==> config.mk <==
export PLATFORM = sky130hd
export DESIGN_NAME = vio_port_map
export DESIGN_NICKNAME = d
export VERILOG_FILES = /design/src/vio_pkg.sv /design/src/vio_pat_dec.sv /design/src/vio_port_map.sv
export SDC_FILE = /design/constraint.sdc
export NUM_CORES = 1
export LEC_CHECK = 0
export BUFFER_PORTS_ARGS = -buffer_cell sky130_fd_sc_hd__buf_2
export CELL_PAD_IN_SITES_DETAIL_PLACEMENT = 1
export CELL_PAD_IN_SITES_GLOBAL_PLACEMENT = 2
export CORE_MARGIN = 3
export CORE_UTILIZATION = 35
export CTS_CLUSTER_SIZE = 20
export DETAILED_ROUTE_END_ITERATION = 10
export PLACE_DENSITY_LB_ADDON = 0.1
export SYNTH_ARGS = -nofsm -noshare
export SYNTH_HDL_FRONTEND = slang
export SYNTH_SLANG_ARGS = --single-unit
==> constraint.sdc <==
create_clock -name clock_i -period 6.8 [get_ports clock_i]
set_clock_uncertainty 0.05 [all_clocks]
set_input_delay 0.34 -clock clock_i [delete_from_list [all_inputs] [get_ports clock_i]]
set_output_delay 0.34 -clock clock_i [all_outputs]
set_load 0.03 [all_outputs]
==> src/vio_pkg.sv <==
// Operation
// (RULE1) Select bits 1:0 pick black, PLL path, EQ path or color bars.
// (RULE2) Raster bits 0000 give NTSC 4:3 at 27 MHz.
// (RULE3) Raster bits 0100 give PAL 4:3 at 27 MHz.
// (RULE4) Raster bits 0001 give NTSC 16:9 at 36 MHz.
// (RULE5) Raster bits 0101 give PAL 16:9 at 36 MHz.
// (RULE6) Raster bits 0010 give NTSC at 54 MHz.
// (RULE7) Raster bits 0110 give PAL at 54 MHz.
// (RULE8) SD self-test uses NTSC 4:3 bars and PAL 4:3 PLL path.
// (RULE9) HD self-test uses color bars of each HD format; the code shows bars of the selected HD raster only, for one cycle.
// (RULE10) Each pin takes a six-bit function address fixing function and direction.
// (RULE11) Address 00 reserved; 01 to 04 output EDH flags and CRC error.
// (RULE12) Addresses 05h up to the SAV address are reserved.
// (RULE13) 0Dh..0Fh give SAV, EAV, new sync; 11h H bit, 12h F bit.
// (RULE14) 15h..19h output format code bits 0 to 4.
// (RULE15) 1Ah..1Fh output FIFO full, empty, lock, pass, overrun, checksum error.
// (RULE16) 20h..28h are inputs: EDH force, select 0..5, EDH enable, generator enable.
// (RULE17) 2Ah, 2Ch, 2Dh, 2Fh are checksum, band limit, dither, insert inputs.
// (RULE18) Reset defaults: CRC on bit 5, pass on 6, enable on 7, format4 on 3.
// (RULE19) A reserved address neither drives nor controls anything.
// (RULE20) Select bit 5 set means HD: bits 4:2 raster, bits 1:0 pattern.
package vio_pkg;
	localparam int NPINS = 8;
	localparam int AW = 6;
	typedef logic [AW-1:0] vio_addr_t;
	localparam vio_addr_t FA_FF_ERR = 6'h01;
	localparam vio_addr_t FA_AP_ERR = 6'h02;
	localparam vio_addr_t FA_ANC_ERR = 6'h03;
	localparam vio_addr_t FA_CRC_ERR = 6'h04;
	localparam vio_addr_t FA_SAV = 6'h0D;
	localparam vio_addr_t FA_EAV = 6'h0E;
	localparam vio_addr_t FA_NSYNC = 6'h0F;
	localparam vio_addr_t FA_H = 6'h11;
	localparam vio_addr_t FA_F = 6'h12;
	localparam vio_addr_t FA_FMT0 = 6'h15;
	localparam vio_addr_t FA_FIFO_FULL = 6'h1A;
	localparam vio_addr_t FA_FIFO_EMPTY = 6'h1B;
	localparam vio_addr_t FA_LOCK = 6'h1C;
	localparam vio_addr_t FA_PASS = 6'h1D;
	localparam vio_addr_t FA_OVERRUN = 6'h1E;
	localparam vio_addr_t FA_CHK_ERR = 6'h1F;
	localparam vio_addr_t FA_EDH_FORCE = 6'h20;
	localparam vio_addr_t FA_SEL0 = 6'h21;
	localparam vio_addr_t FA_EDH_EN = 6'h27;
	localparam vio_addr_t FA_GEN_EN = 6'h28;
	localparam vio_addr_t FA_CHK_ATT = 6'h2A;
	localparam vio_addr_t FA_BAND_EN = 6'h2C;
	localparam vio_addr_t FA_DITHER = 6'h2D;
	localparam vio_addr_t FA_INSERT = 6'h2F;
	localparam int FMT_W = 5;
	localparam int SEL_W = 6;
	// Power-on pin assignment, pin 0 in the low slot.
	localparam vio_addr_t DEF_PIN [NPINS] = '{6'h00, 6'h00, 6'h00, FA_FMT0 + 6'h04,
		6'h00, FA_CRC_ERR, FA_PASS, FA_GEN_EN};
	localparam logic [1:0] PAT_BLACK = 2'h0;
	localparam logic [1:0] PAT_PLL = 2'h1;
	localparam logic [1:0] PAT_EQ = 2'h2;
	localparam logic [1:0] PAT_BARS = 2'h3;
	localparam logic [3:0] RAS_NTSC43 = 4'h0;
	localparam logic [3:0] RAS_NTSC169 = 4'h1;
	localparam logic [3:0] RAS_NTSC54 = 4'h2;
	localparam logic [3:0] RAS_PAL43 = 4'h4;
	localparam logic [3:0] RAS_PAL169 = 4'h5;
	localparam logic [3:0] RAS_PAL54 = 4'h6;
	localparam logic [SEL_W-1:0] BIST_SEL_A = 6'h03;
	localparam logic [SEL_W-1:0] BIST_SEL_B = 6'h11;
	typedef enum logic [1:0] {PT_BLACK, PT_PLL, PT_EQ, PT_BARS} vio_pat_e;
	typedef enum logic [2:0] {RT_NONE, RT_NTSC, RT_PAL, RT_HD} vio_std_e;
	typedef enum logic [1:0] {WR_NONE, WR_27, WR_36, WR_54} vio_rate_e;
	// Internal indicators that can be routed to pins.
	typedef struct packed {
		logic ff_err;
		logic ap_err;
		logic anc_err;
		logic crc_err;
		logic sav;
		logic eav;
		logic nsync;
		logic h_bit;
		logic f_bit;
		logic [FMT_W-1:0] fmt;
		logic fifo_full;
		logic fifo_empty;
		logic lock;
		logic pass;
		logic overrun;
		logic chk_err;
	} vio_stat_s;
	// Controls gathered from input pins.
	typedef struct packed {
		logic edh_force;
		logic [SEL_W-1:0] sel;
		logic edh_en;
		logic gen_en;
		logic chk_attach;
		logic band_en;
		logic dither_en;
		logic insert_en;
	} vio_ctrl_s;
	// Decoded pattern generator setting.
	typedef struct packed {
		vio_pat_e pat;
		vio_std_e std;
		vio_rate_e rate;
		logic wide;
		logic hd;
		logic [2:0] hd_ras;
		logic valid;
	} vio_pcfg_s;
endpackage

==> src/vio_pat_dec.sv <==
// Decodes the six-bit select word into pattern, standard and word rate.
module vio_pat_dec
	import vio_pkg::*;
(
	// Select word.
	input wire logic [vio_pkg::SEL_W-1:0] sel_i,
	// Decoded setting.
	output vio_pkg::vio_pcfg_s cfg_o
);
	always_comb begin
		cfg_o = '0;
		// (RULE1) pattern from low bits.
		cfg_o.pat = vio_pat_e'(sel_i[1:0]);
		cfg_o.valid = 1'b1;
		if (sel_i[5]) begin
			// (RULE20) HD raster select.
			cfg_o.hd = 1'b1;
			cfg_o.std = RT_HD;
			cfg_o.hd_ras = sel_i[4:2];
		end else begin
			unique case (sel_i[5:2])
				// (RULE2) NTSC 4:3.
				RAS_NTSC43: begin
					cfg_o.std = RT_NTSC;
					cfg_o.rate = WR_27;
				end
				// (RULE3) PAL 4:3.
				RAS_PAL43: begin
					cfg_o.std = RT_PAL;
					cfg_o.rate = WR_27;
				end
				// (RULE4) NTSC wide.
				RAS_NTSC169: begin
					cfg_o.std = RT_NTSC;
					cfg_o.rate = WR_36;
					cfg_o.wide = 1'b1;
				end
				// (RULE5) PAL wide.
				RAS_PAL169: begin
					cfg_o.std = RT_PAL;
					cfg_o.rate = WR_36;
					cfg_o.wide = 1'b1;
				end
				// (RULE6) NTSC 54 MHz.
				RAS_NTSC54: begin
					cfg_o.std = RT_NTSC;
					cfg_o.rate = WR_54;
				end
				// (RULE7) PAL 54 MHz.
				RAS_PAL54: begin
					cfg_o.std = RT_PAL;
					cfg_o.rate = WR_54;
				end
				// Unlisted SD codes are flagged invalid rather than guessed.
				default: begin
					cfg_o.valid = 1'b0;
				end
			endcase
		end
	end
endmodule

==> src/vio_port_map.sv <==
// Multi-function I/O port: each pin carries a function address.
module vio_port_map
	import vio_pkg::*;
#(
	parameter int PINS = vio_pkg::NPINS
) (
	// Clock and reset.
	input wire logic clock_i,
	input wire logic rst_b_i,
	// Pin address load.
	input wire logic cfg_we_i,
	input wire logic [2:0] cfg_pin_i,
	input wire vio_pkg::vio_addr_t cfg_addr_i,
	// Internal indicators.
	input wire vio_pkg::vio_stat_s stat_i,
	// Self-test request.
	input wire logic bist_start_i,
	// Pins.
	input wire logic [PINS-1:0] pin_i,
	output logic [PINS-1:0] pin_o,
	output logic [PINS-1:0] pin_oe_o,
	// Control and decoded pattern setting.
	output vio_pkg::vio_ctrl_s ctrl_o,
	output vio_pkg::vio_pcfg_s pcfg_o,
	output logic [vio_pkg::SEL_W-1:0] sel_o,
	output logic bist_busy_o
);
	typedef struct packed {
		vio_addr_t [PINS-1:0] addr;
		logic [PINS-1:0] s1;
		logic [PINS-1:0] s2;
		logic [PINS-1:0] pin;
		logic [PINS-1:0] oe;
		vio_ctrl_s ctrl;
		vio_pcfg_s pcfg;
		logic [SEL_W-1:0] sel;
		logic [1:0] bist;
		logic busy;
	} vio_state_s;
	vio_state_s q, d;
	vio_ctrl_s ctrl_c;
	vio_pcfg_s dec_cfg;
	logic [SEL_W-1:0] sel_eff;
	logic [PINS-1:0] drv_c;
	logic [PINS-1:0] oe_c;

	// Output value of a function address; reserved addresses give no drive.
	function automatic logic [1:0] out_fn(input vio_addr_t a, input vio_stat_s s);
		logic [1:0] r;
		r = 2'b00;
		unique case (a)
			// (RULE11) EDH and CRC flags.
			FA_FF_ERR: r = {1'b1, s.ff_err};
			FA_AP_ERR: r = {1'b1, s.ap_err};
			FA_ANC_ERR: r = {1'b1, s.anc_err};
			FA_CRC_ERR: r = {1'b1, s.crc_err};
			// (RULE13) timing indicators.
			FA_SAV: r = {1'b1, s.sav};
			FA_EAV: r = {1'b1, s.eav};
			FA_NSYNC: r = {1'b1, s.nsync};
			FA_H: r = {1'b1, s.h_bit};
			FA_F: r = {1'b1, s.f_bit};
			// (RULE15) FIFO, lock and test status.
			FA_FIFO_FULL: r = {1'b1, s.fifo_full};
			FA_FIFO_EMPTY: r = {1'b1, s.fifo_empty};
			FA_LOCK: r = {1'b1, s.lock};
			FA_PASS: r = {1'b1, s.pass};
			FA_OVERRUN: r = {1'b1, s.overrun};
			FA_CHK_ERR: r = {1'b1, s.chk_err};
			default: begin
				// (RULE14) format code bits ascend with address.
				if (a >= FA_FMT0 && a < FA_FMT0 + 6'(FMT_W)) begin
					r = {1'b1, s.fmt[3'(a - FA_FMT0)]};
				end
				// (RULE12) other low addresses stay undriven.
			end
		endcase
		return r;
	endfunction

	// (RULE10) per-pin direction and drive from each address.
	for (genvar p = 0; p < PINS; p++) begin : g_pin
		assign {oe_c[p], drv_c[p]} = out_fn(q.addr[p], stat_i);
	end

	// Gather input pins; later pins win when two share one address.
	always_comb begin
		ctrl_c = '0;
		for (int p = 0; p < PINS; p++) begin
			// (RULE16) generator and EDH inputs.
			if (q.addr[p] == FA_EDH_FORCE) ctrl_c.edh_force = q.s2[p];
			if (q.addr[p] >= FA_SEL0 && q.addr[p] < FA_SEL0 + 6'(SEL_W)) begin
				ctrl_c.sel[3'(q.addr[p] - FA_SEL0)] = q.s2[p];
			end
			if (q.addr[p] == FA_EDH_EN) ctrl_c.edh_en = q.s2[p];
			if (q.addr[p] == FA_GEN_EN) ctrl_c.gen_en = q.s2[p];
			// (RULE17) ancillary and filter inputs.
			if (q.addr[p] == FA_CHK_ATT) ctrl_c.chk_attach = q.s2[p];
			if (q.addr[p] == FA_BAND_EN) ctrl_c.band_en = q.s2[p];
			if (q.addr[p] == FA_DITHER) ctrl_c.dither_en = q.s2[p];
			if (q.addr[p] == FA_INSERT) ctrl_c.insert_en = q.s2[p];
			// (RULE19) reserved addresses touch no control.
		end
	end

	// (RULE8) self-test overrides the select word with its two patterns.
	always_comb begin
		unique case (q.bist)
			2'h1: sel_eff = BIST_SEL_A;
			2'h2: sel_eff = BIST_SEL_B;
			default: sel_eff = ctrl_c.sel;
		endcase
	end

	vio_pat_dec u_dec (
		.sel_i(sel_eff),
		.cfg_o(dec_cfg)
	);

	// Next state.
	always_comb begin
		d = q;
		d.s1 = pin_i;
		d.s2 = q.s1;
		if (cfg_we_i && 32'(cfg_pin_i) < PINS) begin
			d.addr[cfg_pin_i] = cfg_addr_i;
		end
		// (RULE19) undriven pins show low, like the pull-down.
		d.pin = drv_c & oe_c;
		d.oe = oe_c;
		d.ctrl = ctrl_c;
		d.pcfg = dec_cfg;
		d.sel = sel_eff;
		// Each self-test pattern is held one cycle; HD test uses bars of its raster.
		unique case (q.bist)
			2'h0: if (bist_start_i) d.bist = 2'h1;
			2'h1: d.bist = 2'h2;
			default: d.bist = 2'h0;
		endcase
		// Busy is registered beside sel, so it spans exactly the cycles showing an SD test pattern; HD bars leave it low.
		d.busy = (q.bist != 2'h0);
		// (RULE9) HD self-test keeps the raster and forces color bars; refused while the SD self-test state is not idle.
		if (bist_start_i && ctrl_c.sel[5] && q.bist == 2'h0) begin
			d.bist = 2'h0;
			d.sel = {ctrl_c.sel[5:2], PAT_BARS};
			d.pcfg.pat = PT_BARS;
		end
	end

	// Register the state; reset restores the power-on pin map.
	always_ff @(posedge clock_i or negedge rst_b_i) begin
		if (!rst_b_i) begin
			q <= '0;
			// (RULE18) power-on defaults.
			for (int p = 0; p < PINS; p++) begin
				q.addr[p] <= (p < NPINS) ? DEF_PIN[p] : 6'h00;
			end
		end else begin
			q <= d;
		end
	end

	assign pin_o = q.pin;
	assign pin_oe_o = q.oe;
	assign ctrl_o = q.ctrl;
	assign pcfg_o = q.pcfg;
	assign sel_o = q.sel;
	assign bist_busy_o = q.busy;
endmodule

# == Word-level counts from Yosys, hierarchy flattened ==
# Cells that the tools add are included.
# word_totals
reg_bits,115
input_bits,41
out_inout_bits,49
# op_classes
n_addsub,16
n_lt_le_gt_ge,58
n_eq_ne,184
muxes,134
n_bitwise,2
reduce_logical,32
# ops
op,n
"== test 6 x 5 -> 1 bit, second input constant",64
"== test 6 bit, second input constant",56
case mux 2 bit (15 select lines),8
"== test 6 x 4 -> 1 bit, second input constant",24
"== test 6 x 2 -> 1 bit, second input constant",16
2-to-1 mux 1 bit,75
"less-than comparator 3 x 4 -> 1 bit, second input constant",17
2-to-1 mux 6 bit,9
bitwise mux 48 bit,1
"== test 6 x 1 -> 1 bit, second input constant",8
"== test 6 x 3 -> 1 bit, second input constant",8
">= comparator 6 x 5 -> 1 bit, second input constant",8
">= comparator 6 bit, second input constant",8
"less-than comparator 6 x 5 -> 1 bit, second input constant",8
"less-than comparator 6 bit, second input constant",8
bitwise mux 6 bit,7
">= comparator 3 x 1 -> 1 bit, second input constant",9
logical AND 1 bit,27
binary-select mux 1 bit (select 3 bit),8
demux 1 bit (select 3 bit),8
case mux 4 bit (6 select lines),1
"subtractor 3 x 1 -> 3 bit, second input constant",8
"subtractor 3 bit, second input constant",8
2-to-1 mux 2 bit,11
19 further kinds,21

# == Longest topological paths before layout ==
# Gate-level depths: netlist of run 1.
# depth
depth_word,26
ltp_mapped,13

# == By module ==
# Synthesis of run 1 repeated with hierarchy kept, for this count alone.
# hier_totals
cells_unflattened,1129
area_unflattened_um2,9475.3
# by_module_without_submodules
mod,instances,cells_per_inst,area_per_inst_um2
vio_port_map,1,1112,9367.7
vio_pat_dec,1,17,107.6

# == Least setup slack after synthesis of run 1 ==
# No wires, ideal clock.
# synth_timing
path_kind,register to register
startpoint,register q[91] (netlist bit)
endpoint,register q (netlist bit sel_o[4])
setup_ps,127
t_arrival_ps,2761
path_slack_ps,3862
stages_incl_launch_ff,13
path_buffers,2
period_less_slack_ps,2938
path_cell_list,dfrtp_1 -> clkbuf_1 -> inv_1 -> ha_1 -> clkbuf_2 -> nor3b_1 -> o21ai_1 -> or4b_1 -> nand4_1 -> o22ai_1 -> o31ai_4 -> nand2_1 -> mux2_1
# synth_rtl
item,line,source
"start, declared",vio_port_map.sv:40,"vio_state_s q, d;"

==> summary.md, run 1 <==
The run finished with clean final reports. Across every metal layer, demand over resource in global routing totals 25.5%. The area enclosed by the die boundary was 29,100 sq um; the count of different cell masters after synthesis was 91.

The synthesized netlist net count came out at 1,217. The flip-flop cell with the highest count after synthesis is sky130_fd_sc_hd__dfrtp_1. The area growth from synthesis to layout is 5.42%.

Number of buffers inserted by port buffering: 88. After layout, the design draws a total of 3.16 mW. Minimum period implied by the final worst setup slack: 3.52 ns. The wire length reported by the detailed router is 37,500 um, and the largest vdd supply drop is 0.185 mV. Dividing the detail-routed wire length by the instance count gives 26.0 um. The wire length of the first global-routing pass is 56,300 um, and the number of antenna violations at the first check in global routing is 0. The class of the tightest hold or removal check was in -> reg. The area inside the core boundary was 26,400 sq um. Cell-internal power: 1.64 mW.

Hold violation total from the final report: 0. At the pin with the least slew margin, the transition time is 1.07 ns. The post-synthesis instance area is 9490 sq um, and the proportion of layout cells with a drive suffix above 1 is 17.5%. CTS saw 112 sinks. Adding up every negative setup slack in the final design gives 0 ns. The library cell used most frequently in the layout, excluding fill and tap cells, is sky130_fd_sc_hd__dfrtp_1. After detailed routing, the number of remaining DRC violations is 0. In the final design database the tool counted 1,185 nets. Routability-driven placement finished with a final weighted congestion of 0.884. During I/O placement, the number of pins put on the boundary was 90. The post-CTS clock slew at the launch and capture registers of the worst setup and hold paths works out to 0.10 ns. Buffer type at the clock tree root: sky130_fd_sc_hd__clkbuf_16.

The die outline height was 171 um; the clock latency reported for the late side of the worst-skew pair was 0.38 ns. The routed layout has 8,893 vias. The net switching fraction of the power is 48.1%. STA classifies the critical path endpoint as a register. The tools report the share of the yosys chip area belonging to registers as 29.7%. Using the TritonRoute via totals, the vias-per-cell ratio works out to 6.17. The start-to-end type of the worst setup path is reg -> reg.

TritonCTS built the clock tree. The logs give 0 for the total of cells resized after clock tree synthesis and 0 for the reported max-cap violation count. The final count of pins violating max slew is 0.

The number of global-route vias before repair is 8,556, and the relative max-transition margin is 28.8%. The data required time at the worst endpoint was 7.01 ns. Each instance of the synthesized netlist takes up on average 8.37 sq um.

In this run, synthesis produced a sequential element count of 112. For the count of nets left with antenna violations after detail routing, the log shows 0. The share of async-settable or async-resettable flops after synthesis works out to 100%. Startpoint kind of the worst setup timing path: a register. The detailed router finished its first iteration with 931 violations.

For the sequential group share of total power, the log shows 34.0%. Counting tap cells, the placed design contains a total of 1,422 instances. Derived from the worst setup path, the maximum achievable clock frequency is 0.284 GHz. Entering global routing, the biggest net connects 68 pins. The clock tree buffer depth came out at 2. The number of antenna diodes in the final layout is 0. The initial utilization of the core area, before any placement, comes to 36.0%. The number of cells produced by synthesis is 1,133, and the switching component of the power is 1.52 mW. The logs give 59 for the number of rows in the core area and 3.74 ns for the worst endpoint data arrival time.

Setup repair after global routing left no endpoint under its margin. Yosys mapped a number of flops with a built-in enable equal to 0. The power share of the combinational group was 47.1%. For the relative contribution of the clock network to total power, the log shows 18.9%. The leakage dissipation is 4.22 nW. The warning count from the yosys run is 0, and the horizontal extent of the die is 171 um. The part of the cycle the worst path needs works out to 51.8%. In the layout the commonest cells are sky130_fd_sc_hd__dfrtp_1 (102), sky130_fd_sc_hd__nand2_1 (89), sky130_fd_sc_hd__buf_2 (87). In this run the power density over the cells is 316 nW/um^2. Excluding fillers, the count of instances in the completed layout stands at 1,441.

Setup violations remaining at the end of the flow were counted as 0. For the number of buffers added by the clock tree synthesis step, the log shows 9. The sum of net half-perimeters after detailed placement is 26,300 um.

Largest driver fanout on the critical path: 10. CTS built an H-tree with a depth of 3. The logs give 0 for the remaining global-route overflow and 5 for the number of detailed-route iterations in the first pass.
power groups by stage:
| stage | logic (mW) | registers [mW] | clock network [mW] |
|---|---|---|---|
| 2_1_floorplan | 1.31 | 0.921 | 0 |
| 3_3_place_gp | 1.47 | 1.08 | 0 |
| 3_5_place_dp | 1.48 | 1.08 | 0 |
| 4_1_cts | 1.49 | 1.07 | 0.607 |
| 5_1_grt | 1.63 | 1.11 | 0.636 |
| 6_report | 1.49 | 1.08 | 0.597 |
sequential cells by signal, indices dropped and copies added (netlist names):
name	count
q	58
ctrl_o	13
pcfg_o	10
d	8
pin_o	8
pin_oe_o	8
sel_o	6
bist_busy_o	1
cell usage after synthesis (11+ instances only):
library cell,n,area (sq um)
sky130_fd_sc_hd__a31oi_1,16,100
sky130_fd_sc_hd__a211oi_1,16,120
sky130_fd_sc_hd__clkbuf_1,69,259
sky130_fd_sc_hd__a21oi_1,72,360
sky130_fd_sc_hd__o21ai_0,66,330
sky130_fd_sc_hd__and3_1,18,113
sky130_fd_sc_hd__o22ai_1,25,156
sky130_fd_sc_hd__and2_1,11,68.8
sky130_fd_sc_hd__nand2_1,89,334
sky130_fd_sc_hd__nor2b_1,23,144
sky130_fd_sc_hd__nor3b_1,16,120
sky130_fd_sc_hd__ha_1,43,538
sky130_fd_sc_hd__nor3_1,24,120
sky130_fd_sc_hd__nand4_1,12,75.1
sky130_fd_sc_hd__a22oi_1,18,135
sky130_fd_sc_hd__nand2b_1,21,131
sky130_fd_sc_hd__inv_1,46,173
sky130_fd_sc_hd__nor2_1,67,251
sky130_fd_sc_hd__mux2_2,43,484
sky130_fd_sc_hd__nand3_1,54,270
sky130_fd_sc_hd__dfrtp_1,102,2550
sky130_fd_sc_hd__buf_4,52,390
sky130_fd_sc_hd__mux2i_1,18,180
kinds of logic after synthesis:
| kind of cell | after synthesis | share of synthesized area (%) |
|---|---|---|
| mux | 70 | 9.02 |
| buf+inv | 186 | 9.58 |
| flops | 112 | 29.7 |
| fa+ha+maj | 43 | 5.67 |
| simple gates | 390 | 22.2 |
| xor+xnor | 10 | 0.923 |
| other cells | 1 | 0.0395 |
| compound gates | 321 | 22.9 |
worst paths after layout:
kind | from | end | slack [ns] | cells past startpoint
setup / recovery | q[79] | sel_o[0] | 3.28 | 10
hold / removal | pin_i[0] | d[51] | 0.008 | 1
setup reg to reg | q[79] | sel_o[0] | 3.28 | 10
hold reg to reg | d[54] | q[54] | 0.31 | 0
max in group asynchronous | rst_b_i | q[67] | 4.86 | 3
min in group asynchronous | rst_b_i | pin_o[4] | 0.47 | 2
through the flow:
stage,hold WS (ns),setup slack (ns),util [%],area (sq um)
2_1_floorplan,-0.00559,3.86,-,9490
3_3_place_gp,0.282,3.49,36.6,9650
3_5_place_dp,0.286,3.41,36.6,9650
4_1_cts,0.000288,3.39,37.9,9990
5_1_grt,0.00184,3.09,37.9,10000
6_report,0.00760,3.28,37.9,10000
layer usage:
metal / share of wire [%] / global-route usage [%] / vias to the layer above
met5: 0 / 0 / -
met4: 1.5 / 4.73 / 0
met3: 5.2 / 2.70 / 33
met2: 46 / 40.5 / 276
met1: 47 / 37.9 / 4539
li1: - / - / 4045
timing repair:
action                    CTS  global route
hold endpoints to repair   43             1
hold buffers                2             1
setup buffers               0             0
critical path, cell delays in order (launching register included):
cell and delay, ns:
sky130_fd_sc_hd__dfrtp_1 0.57, sky130_fd_sc_hd__inv_1 0.23, sky130_fd_sc_hd__ha_1 0.35, sky130_fd_sc_hd__and3b_1 0.21, sky130_fd_sc_hd__o21ai_0 0.44, sky130_fd_sc_hd__nor2_1 0.08, sky130_fd_sc_hd__a311oi_1 0.31, sky130_fd_sc_hd__nor3_1 0.10
sky130_fd_sc_hd__nor3b_1 0.41, sky130_fd_sc_hd__o32ai_1 0.27, sky130_fd_sc_hd__or3b_1 0.39
final cells by class:
class,count,area (sq um)
clock buffers,9,225
fillers,3133,16400
inverters,49,184
clock inverters,7,93.8
multi-input cells,835,5770
repair buffers,94,495
flip-flops and latches,112,2820
well taps,335,419
(Power assumes the default switching activity.)
==> run 2: changes to the inputs <==
clock period = 3.6 ns   (was 6.8 ns; I/O delays follow)
==> run 2 against run 1 <==
  * Sequential share of layout area shrank 0.63 points
  * Register-to-register slack got worse by 2.8 ns
  * Sequential power is 81% higher
  * Non-clock buffer count up 26
  * Fmax increased by 11%
  * Die area is the same
  * Utilization is 0.86 points higher
  * Largest cell class unchanged
  * Setup slack worse by 2.8 ns
  * Combinational power rose by 99%
  * Final area up 2.3%
  * Routed wire length is 0.16% higher
==> summary.md, run 2 (synthesized netlist as in run 1, its figures left out) <==
The run finished with clean final reports. The start-to-end type of the worst setup path was reg -> reg (unchanged). The tools report the reported max-cap violation count as 0 (unchanged). For the final count of pins violating max slew, the log shows 0 (unchanged).

The flip-flop count of the largest register after layout is 58 (unchanged). The tools report the number of detailed-route iterations in the first pass as 5 (unchanged). The worst-case setup slack after placement came out at 0.463 ns (was 3.41 ns).

List of cells traversed by the critical path: inv_1 > ha_1 > or3b_1 > a21oi_2 > a211oi_1 > a221oi_2 > o22ai_1 > o31ai_4 > nand2_1 > mux2_1 (was inv_1 > ha_1 > and3b_1 > o21ai_0 > nor2_1 > a311oi_1 > nor3_1 > nor3b_1 > o32ai_1 > or3b_1). The most common library cell in the layout ignoring fill and taps was sky130_fd_sc_hd__dfrtp_1 (unchanged). Buffer type at the clock tree root: sky130_fd_sc_hd__clkbuf_16 (unchanged).

The wire length reported by the detailed router was 37,500 um (about the same); the number of buffers added by the clock tree synthesis step was 9 (unchanged). The proportion of layout cells with a drive suffix above 1 is 18.8% (was 17.5%), and the number of global-route vias before repair is 8,771 (was 8,556). The remaining global-route overflow is 0 (unchanged). Setup repair after global routing left no endpoint under its margin. The mean routed wirelength per cell came out at 25.6 um (was 26.0 um). For the clock tree buffer depth, the log shows 2 (unchanged). The tools report the final setup TNS as 0 ns (unchanged). Final number of setup-violating endpoints: 0 (unchanged). Most frequent cells in the layout: sky130_fd_sc_hd__dfrtp_1 (102), sky130_fd_sc_hd__nand2_1 (89), sky130_fd_sc_hd__buf_2 (87) (unchanged). The worst endpoint data arrival time was 3.37 ns (was 3.74 ns); the routed wire length on met3 was 1850 um (was 1960 um).

The number of nets in the final layout was 1,211 (was 1,185). The area of all sequential standard cells was 2820 sq um (unchanged); the relative max-transition margin was 26.9% (was 28.8%). The violation count after the first detailed-routing iteration was 869 (was 931); the transition time at the pin with the least slew margin was 1.09 ns (was 1.07 ns).

The number of vias after detailed routing came out at 8,867 (was 8,893). Number of clock sinks seen by CTS: 112 (unchanged). The largest net degree at the start of global routing is 65 (was 68), and the area inside the core boundary is 26,400 sq um (unchanged). Count of pins on the block boundary: 90 (unchanged). Part of the cycle the worst path needs: 87.7% (was 51.8%).

The final weighted congestion in routability-driven placement is 0.858 (was 0.884), and the total of cells resized after clock tree synthesis is 0 (unchanged). The cell with the biggest individual delay on the critical path is sky130_fd_sc_hd__dfrtp_1 (unchanged). The buffer and inverter count on the worst path is 1 (unchanged). The cell class contributing the biggest share of worst-path delay was compound AO/OA/AOI/OAI gates (was simple AND/OR/NAND/NOR gates). The run gives 0.38 ns (about the same) as the clock latency reported for the late side of the worst-skew pair. The highest signal layer in the routed design was met4 (unchanged).

The leakage dissipation is 4.34 nW (was 4.22 nW), and the detailed-route vias per instance is 6.04 (was 6.17). Total routed wire length on the met1 layer: 17,400 um (was 17,700 um). The number of buffers inserted by port buffering was 88 (unchanged).

Wire length of the first global-routing pass: 56,000 um (was 56,300 um). The tools report the count of filler cells inserted in the layout as 3,143 (was 3,133). The run gives 3 (unchanged) as the H-tree level count.

The sum of net half-perimeters after detailed placement is 26,700 um (was 26,300 um), and the minimum period implied by the final worst setup slack is 3.16 ns (was 3.52 ns). The tools report the data required time at the worst endpoint as 3.81 ns (was 7.01 ns). The aggregate global-route resource usage was 25.5% (about the same); the met2 wire length was 17,300 um (was 17,200 um). The tools report the final design instance area without fill as 10,200 sq um (was 10000 sq um). The synthesis-to-finish area growth is 7.82% (was 5.42%). The run gives 0 (unchanged) as the count of nets left with antenna violations after detail routing. Largest vdd supply drop: 0.291 mV (was 0.185 mV). The stage delay of the slowest cell on the critical path is 0.49 ns (was 0.57 ns). The minimum setup slack in the final design is 0.442 ns (was 3.28 ns), and the number of antenna violations at the first check in global routing is 3 (was 0). Startpoint kind of the worst setup timing path: a register (unchanged). The logs give 36.0% (unchanged) for the initial cell density of the core and 0.44 ns (was 3.28 ns) for the register-to-register setup slack.

Class of the tightest hold or removal check: in -> reg (unchanged). For the final core utilization, the log shows 38.8% (was 37.9%). The number of rows in the core area is 59 (unchanged), and the hold violation total from the final report is 0 (unchanged).

The number of remaining DRC errors is 0 (unchanged). The die outline height was 171 um (unchanged). The tools report the cell area after placement as 9810 sq um (was 9650 sq um). The largest register by flop count was q (unchanged).

The maximum frequency from static timing analysis is 0.317 GHz (was 0.284 GHz), and the largest driver fanout on the critical path is 7 (was 10). The tools report the type of element capturing the critical path as a register (unchanged). The power density over the cells came out at 590 nW/um^2 (was 316 nW/um^2). TritonCTS built the clock tree. The area enclosed by the die boundary is 29,100 sq um (unchanged), and the worst-case hold slack is 0.195 ns (was 0.00760 ns).

The run gives 5770 sq um (unchanged) as the combined area of the multi-input logic cells. The post-CTS clock slew at the launch and capture registers of the worst setup and hold paths was 0.10 ns (about the same); the horizontal extent of the die was 171 um (unchanged).
-- run 2: report_power, final --
part / leakage, nW / switching [mW] / internal [mW]
clock: 0.154 / 0.604 / 0.507
sequential: 1.38 / 0.391 / 1.56
combinational: 2.81 / 1.88 / 1.09
total: 4.34 / 2.88 / 3.16
-- run 2: what timing repair did --
| action | in CTS | in global routing |
|---|---|---|
| hold buffers | 10 | 0 |
| endpoints found under the hold margin | 54 | 0 |
| setup buffers | 0 | 0 |
-- run 2: worst min-delay path, stage by stage --
cell                      delay (ns)
sky130_fd_sc_hd__buf_2          0.23
sky130_fd_sc_hd__nand2_1        0.10
sky130_fd_sc_hd__o21ai_0        0.07
-- run 2: path summary, 6_finish.rpt --
path / from / endpoint / cells past startpoint
setup / recovery: q[73] / sel_o[4] / 10
hold / removal: cfg_addr_i[1] / q[80] / 3
setup reg to reg: q[73] / sel_o[4] / 10
hold reg to reg: d[53] / q[53] / 0
max in group asynchronous: rst_b_i / q[103] / 3
min in group asynchronous: rst_b_i / pin_o[4] / 2
-- run 2: final cells by class --
cell class | count | area share (%)
multi-input cells | 835 | 56.4
flip-flops and latches | 112 | 27.5
repair buffers | 120 | 7.05
well taps | 335 | 4.10
clock buffers | 9 | 2.20
inverters | 49 | 1.80
clock inverters | 7 | 0.918
diodes | 1 | 0.0245
-- run 2: layer usage --
metal / GRT usage [%] / up-vias
li1: - / 4105
met1: 35.8 / 4444
met2: 41.3 / 263
met3: 3.58 / 55
met4: 7.16 / 0
met5: 0 / -
-- run 2: per-stage QoR --
step	cells	total power, mW
2_1_floorplan	1133	4.22
3_3_place_gp	1441	4.89
3_5_place_dp	1441	4.92
4_1_cts	1467	6.06
5_1_grt	1467	6.45
6_report	1468	6.04
==> run 3: changes to the inputs <==
REMOVE_ABC_BUFFERS = 1   (was default)
==> run 3 against run 2 <==
  * Die area stayed put
  * Sequential share of layout area hardly changed
  * Final area hardly changed
  * Fmax is 1.6% lower
  * Utilization hardly changed
  * Via count is 1.1% higher
  * Total power is 1.1% higher
  * Critical path depth stayed put
  * Clock power hardly changed
==> summary.md, run 3 (synthesized netlist as in run 1, its figures left out) <==
The mean routed wirelength per cell came out at 25.9 um (was 25.6 um). Most frequent cells in the layout: sky130_fd_sc_hd__dfrtp_1 (102), sky130_fd_sc_hd__nand2_1 (89), sky130_fd_sc_hd__buf_2 (87) (unchanged). The cell with the biggest individual delay on the critical path is sky130_fd_sc_hd__dfrtp_1 (unchanged). The hold-critical path endpoint is q[70] (was q[80]). The hold violation total from the final report is 0 (unchanged), and the register-to-register setup slack is 0.39 ns (was 0.44 ns). The aggregate global-route resource usage was 26.0% (was 25.5%); the number of detailed-route iterations in the first pass was 5 (unchanged).

The area enclosed by the die boundary was 29,100 sq um (unchanged); the wire length of the first global-routing pass was 57,200 um (was 56,000 um). Detailed-route vias per instance: 6.11 (was 6.04). For the combined area of the multi-input logic cells, the log shows 5760 sq um (was 5770 sq um).

Setup repair after global routing left no endpoint under its margin. The number of remaining DRC errors is 0 (unchanged). The synthesis-to-finish area growth is 7.72% (was 7.82%). The remaining global-route overflow is 0 (unchanged), and the final setup TNS is 0 ns (unchanged).

Horizontal extent of the die: 171 um (unchanged). The startpoint kind of the worst setup timing path is a register (unchanged). The tools report the count of filler cells inserted in the layout as 3,121 (was 3,143).

The logs give 8,847 (was 8,771) for the number of global-route vias before repair and 0.312 GHz (was 0.317 GHz) for the maximum frequency from static timing analysis. The buffer type at the clock tree root was sky130_fd_sc_hd__clkbuf_16 (unchanged). The tools report the startpoint of the tightest hold check path as cfg_addr_i[3] (was cfg_addr_i[1]). The initial cell density of the core is 36.0% (unchanged), and the H-tree level count is 3 (unchanged). Final number of setup-violating endpoints: 0 (unchanged). For the number of rows in the core area, the log shows 59 (unchanged).

The largest driver fanout on the critical path was 12 (was 7). The run gives 1 (was 3) as the number of antenna violations at the first check in global routing. The start-to-end type of the worst setup path is reg -> reg (unchanged). The number of buffers added by the clock tree synthesis step is 9 (unchanged), and the proportion of layout cells with a drive suffix above 1 is 18.7% (was 18.8%). The logs give 3.81 ns (about the same) for the data required time at the worst endpoint and 0 (unchanged) for the final count of pins violating max slew. The class of the tightest hold or removal check is in -> reg (unchanged). The run gives 84 (was 65) as the largest net degree at the start of global routing. The tools report the final core utilization as 38.8% (about the same). The run gives 0.858 (about the same) as the final weighted congestion in routability-driven placement. The sum of net half-perimeters after detailed placement came out at 26,900 um (was 26,700 um). The relative max-transition margin is 34.6% (was 26.9%). The number of buffers inserted by port buffering came out at 88 (unchanged).

The logs give 0 (was 1) for the number of diodes and 0 (unchanged) for the count of nets left with antenna violations after detail routing. The worst reg-to-reg path cell count came out at 10 (unchanged). Most common library cell in the layout ignoring fill and taps: sky130_fd_sc_hd__dfrtp_1 (unchanged).

List of cells traversed by the critical path: inv_1 > ha_1 > nor3b_1 > o21ai_1 > or4b_1 > nand4_1 > o22ai_1 > o31ai_4 > nand2_1 > mux2_1 (was inv_1 > ha_1 > or3b_1 > a21oi_2 > a211oi_1 > a221oi_2 > o22ai_1 > o31ai_4 > nand2_1 > mux2_1). The number of nets in the final layout is 1,211 (unchanged). Cell class contributing the biggest share of worst-path delay: simple AND/OR/NAND/NOR gates (was compound AO/OA/AOI/OAI gates). The area of all sequential standard cells is 2820 sq um (unchanged), and the power density over the cells is 597 nW/um^2 (was 590 nW/um^2). The run finished with clean final reports. The number of clock sinks seen by CTS is 112 (unchanged), and the count of pins on the block boundary is 90 (unchanged).

The flip-flop count of the largest register after layout works out to 58 (unchanged). The buffers inserted during post-CTS setup optimization was 0 (unchanged); the part of the cycle the worst path needs was 89.1% (was 87.7%). The die outline height is 171 um (unchanged).

TritonCTS built the clock tree. The post-CTS clock slew at the launch and capture registers of the worst setup and hold paths came out at 0.09 ns (was 0.10 ns). The wire length reported by the detailed router was 38,000 um (was 37,500 um); the minimum period implied by the final worst setup slack was 3.21 ns (was 3.16 ns). The logs give 4.34 nW (about the same) for the leakage dissipation and 2 (unchanged) for the clock tree buffer depth. The clock latency reported for the late side of the worst-skew pair is 0.37 ns (was 0.38 ns). Largest register by flop count: q (unchanged). The terminus of the critical flop-to-flop path is sel_o[4] (unchanged). The buffer and inverter count on the worst path was 1 (unchanged); the worst endpoint data arrival time was 3.42 ns (was 3.37 ns). Type of element capturing the critical path: a register (unchanged).

The logs give 8,965 (was 8,867) for the number of vias after detailed routing and 701 (was 869) for the violation count after the first detailed-routing iteration. The launch instance of the worst register-to-register path is q[91] (was q[73]). The stage delay of the slowest cell on the critical path is 0.60 ns (was 0.49 ns), and the worst-case hold slack is 0.173 ns (was 0.195 ns). The cell depth of the worst min-delay path works out to 3 (unchanged). The largest vdd supply drop was 0.302 mV (was 0.291 mV); the transition time at the pin with the least slew margin was 0.973 ns (was 1.09 ns). Reported max-cap violation count: 0 (unchanged). The area inside the core boundary came out at 26,400 sq um (unchanged).

Logic depth of the worst setup path including buffers: 10 (unchanged).
run 3: worst max-delay path by stage:
stage	start	end	slack, ns
global placement	q[73]	sel_o[4]	0.52
global route	q[73]	sel_o[0]	0.16
CTS	q[73]	sel_o[4]	0.43
floorplan	q[91]	sel_o[4]	0.84
finish	q[91]	sel_o[4]	0.39
detailed placement	q[73]	sel_o[4]	0.44
run 3: power breakdown:
| part | switching, mW | leakage [nW] | internal, mW | total [mW] |
|---|---|---|---|---|
| clock network | 0.571 | 0.158 | 0.564 | 1.14 |
| registers | 0.404 | 1.38 | 1.56 | 1.97 |
| logic | 1.90 | 2.81 | 1.09 | 3.00 |
| total | 2.88 | 4.34 | 3.22 | 6.10 |
run 3: routing by layer:
metal	vias to the layer above	GRT usage [%]	share of wire, %	wire [um]
li1	4103	-	-	-
met1	4549	38.7	48	18100
met2	279	40.0	45	16900
met3	34	4.55	6.7	2530
met4	0	4.51	1.2	467
met5	-	0	0	0
run 3: what timing repair did:
item                      4_1_cts  5_1_grt
gates resized for setup         0        0
hold endpoints to repair       81        0
hold buffers                   10        0
run 3: stage by stage:
step	worst slack [ns]	cells	total power, mW	instance area (sq um)
2_1_floorplan	0.841	996	3.89	8760
3_3_place_gp	0.519	1441	4.92	9790
3_5_place_dp	0.443	1441	4.94	9790
4_1_cts	0.431	1467	6.12	10200
5_1_grt	0.160	1467	6.52	10200
6_report	0.392	1467	6.10	10200
run 3: area by class of cell:
cell class	instances	share of cell area, %
Timing Repair Buffer	120	6.97
Inverter	49	1.80
Multi-Input combinational cell	835	56.4
Clock buffer	9	2.20
Clock inverter	7	0.980
Tap cell	335	4.10
Sequential cell	112	27.6
run 3: worst reg2reg max path, delay by kind of cell, from the launching register on:
family                     cells  cell delay, ns
adders and majority gates      1            0.33
and+or+nand+nor                4            1.07
muxes                          1            0.33
AOI/OAI and AO/OA              3            0.54
buffers and inverters          1            0.17
DFF                            1            0.60
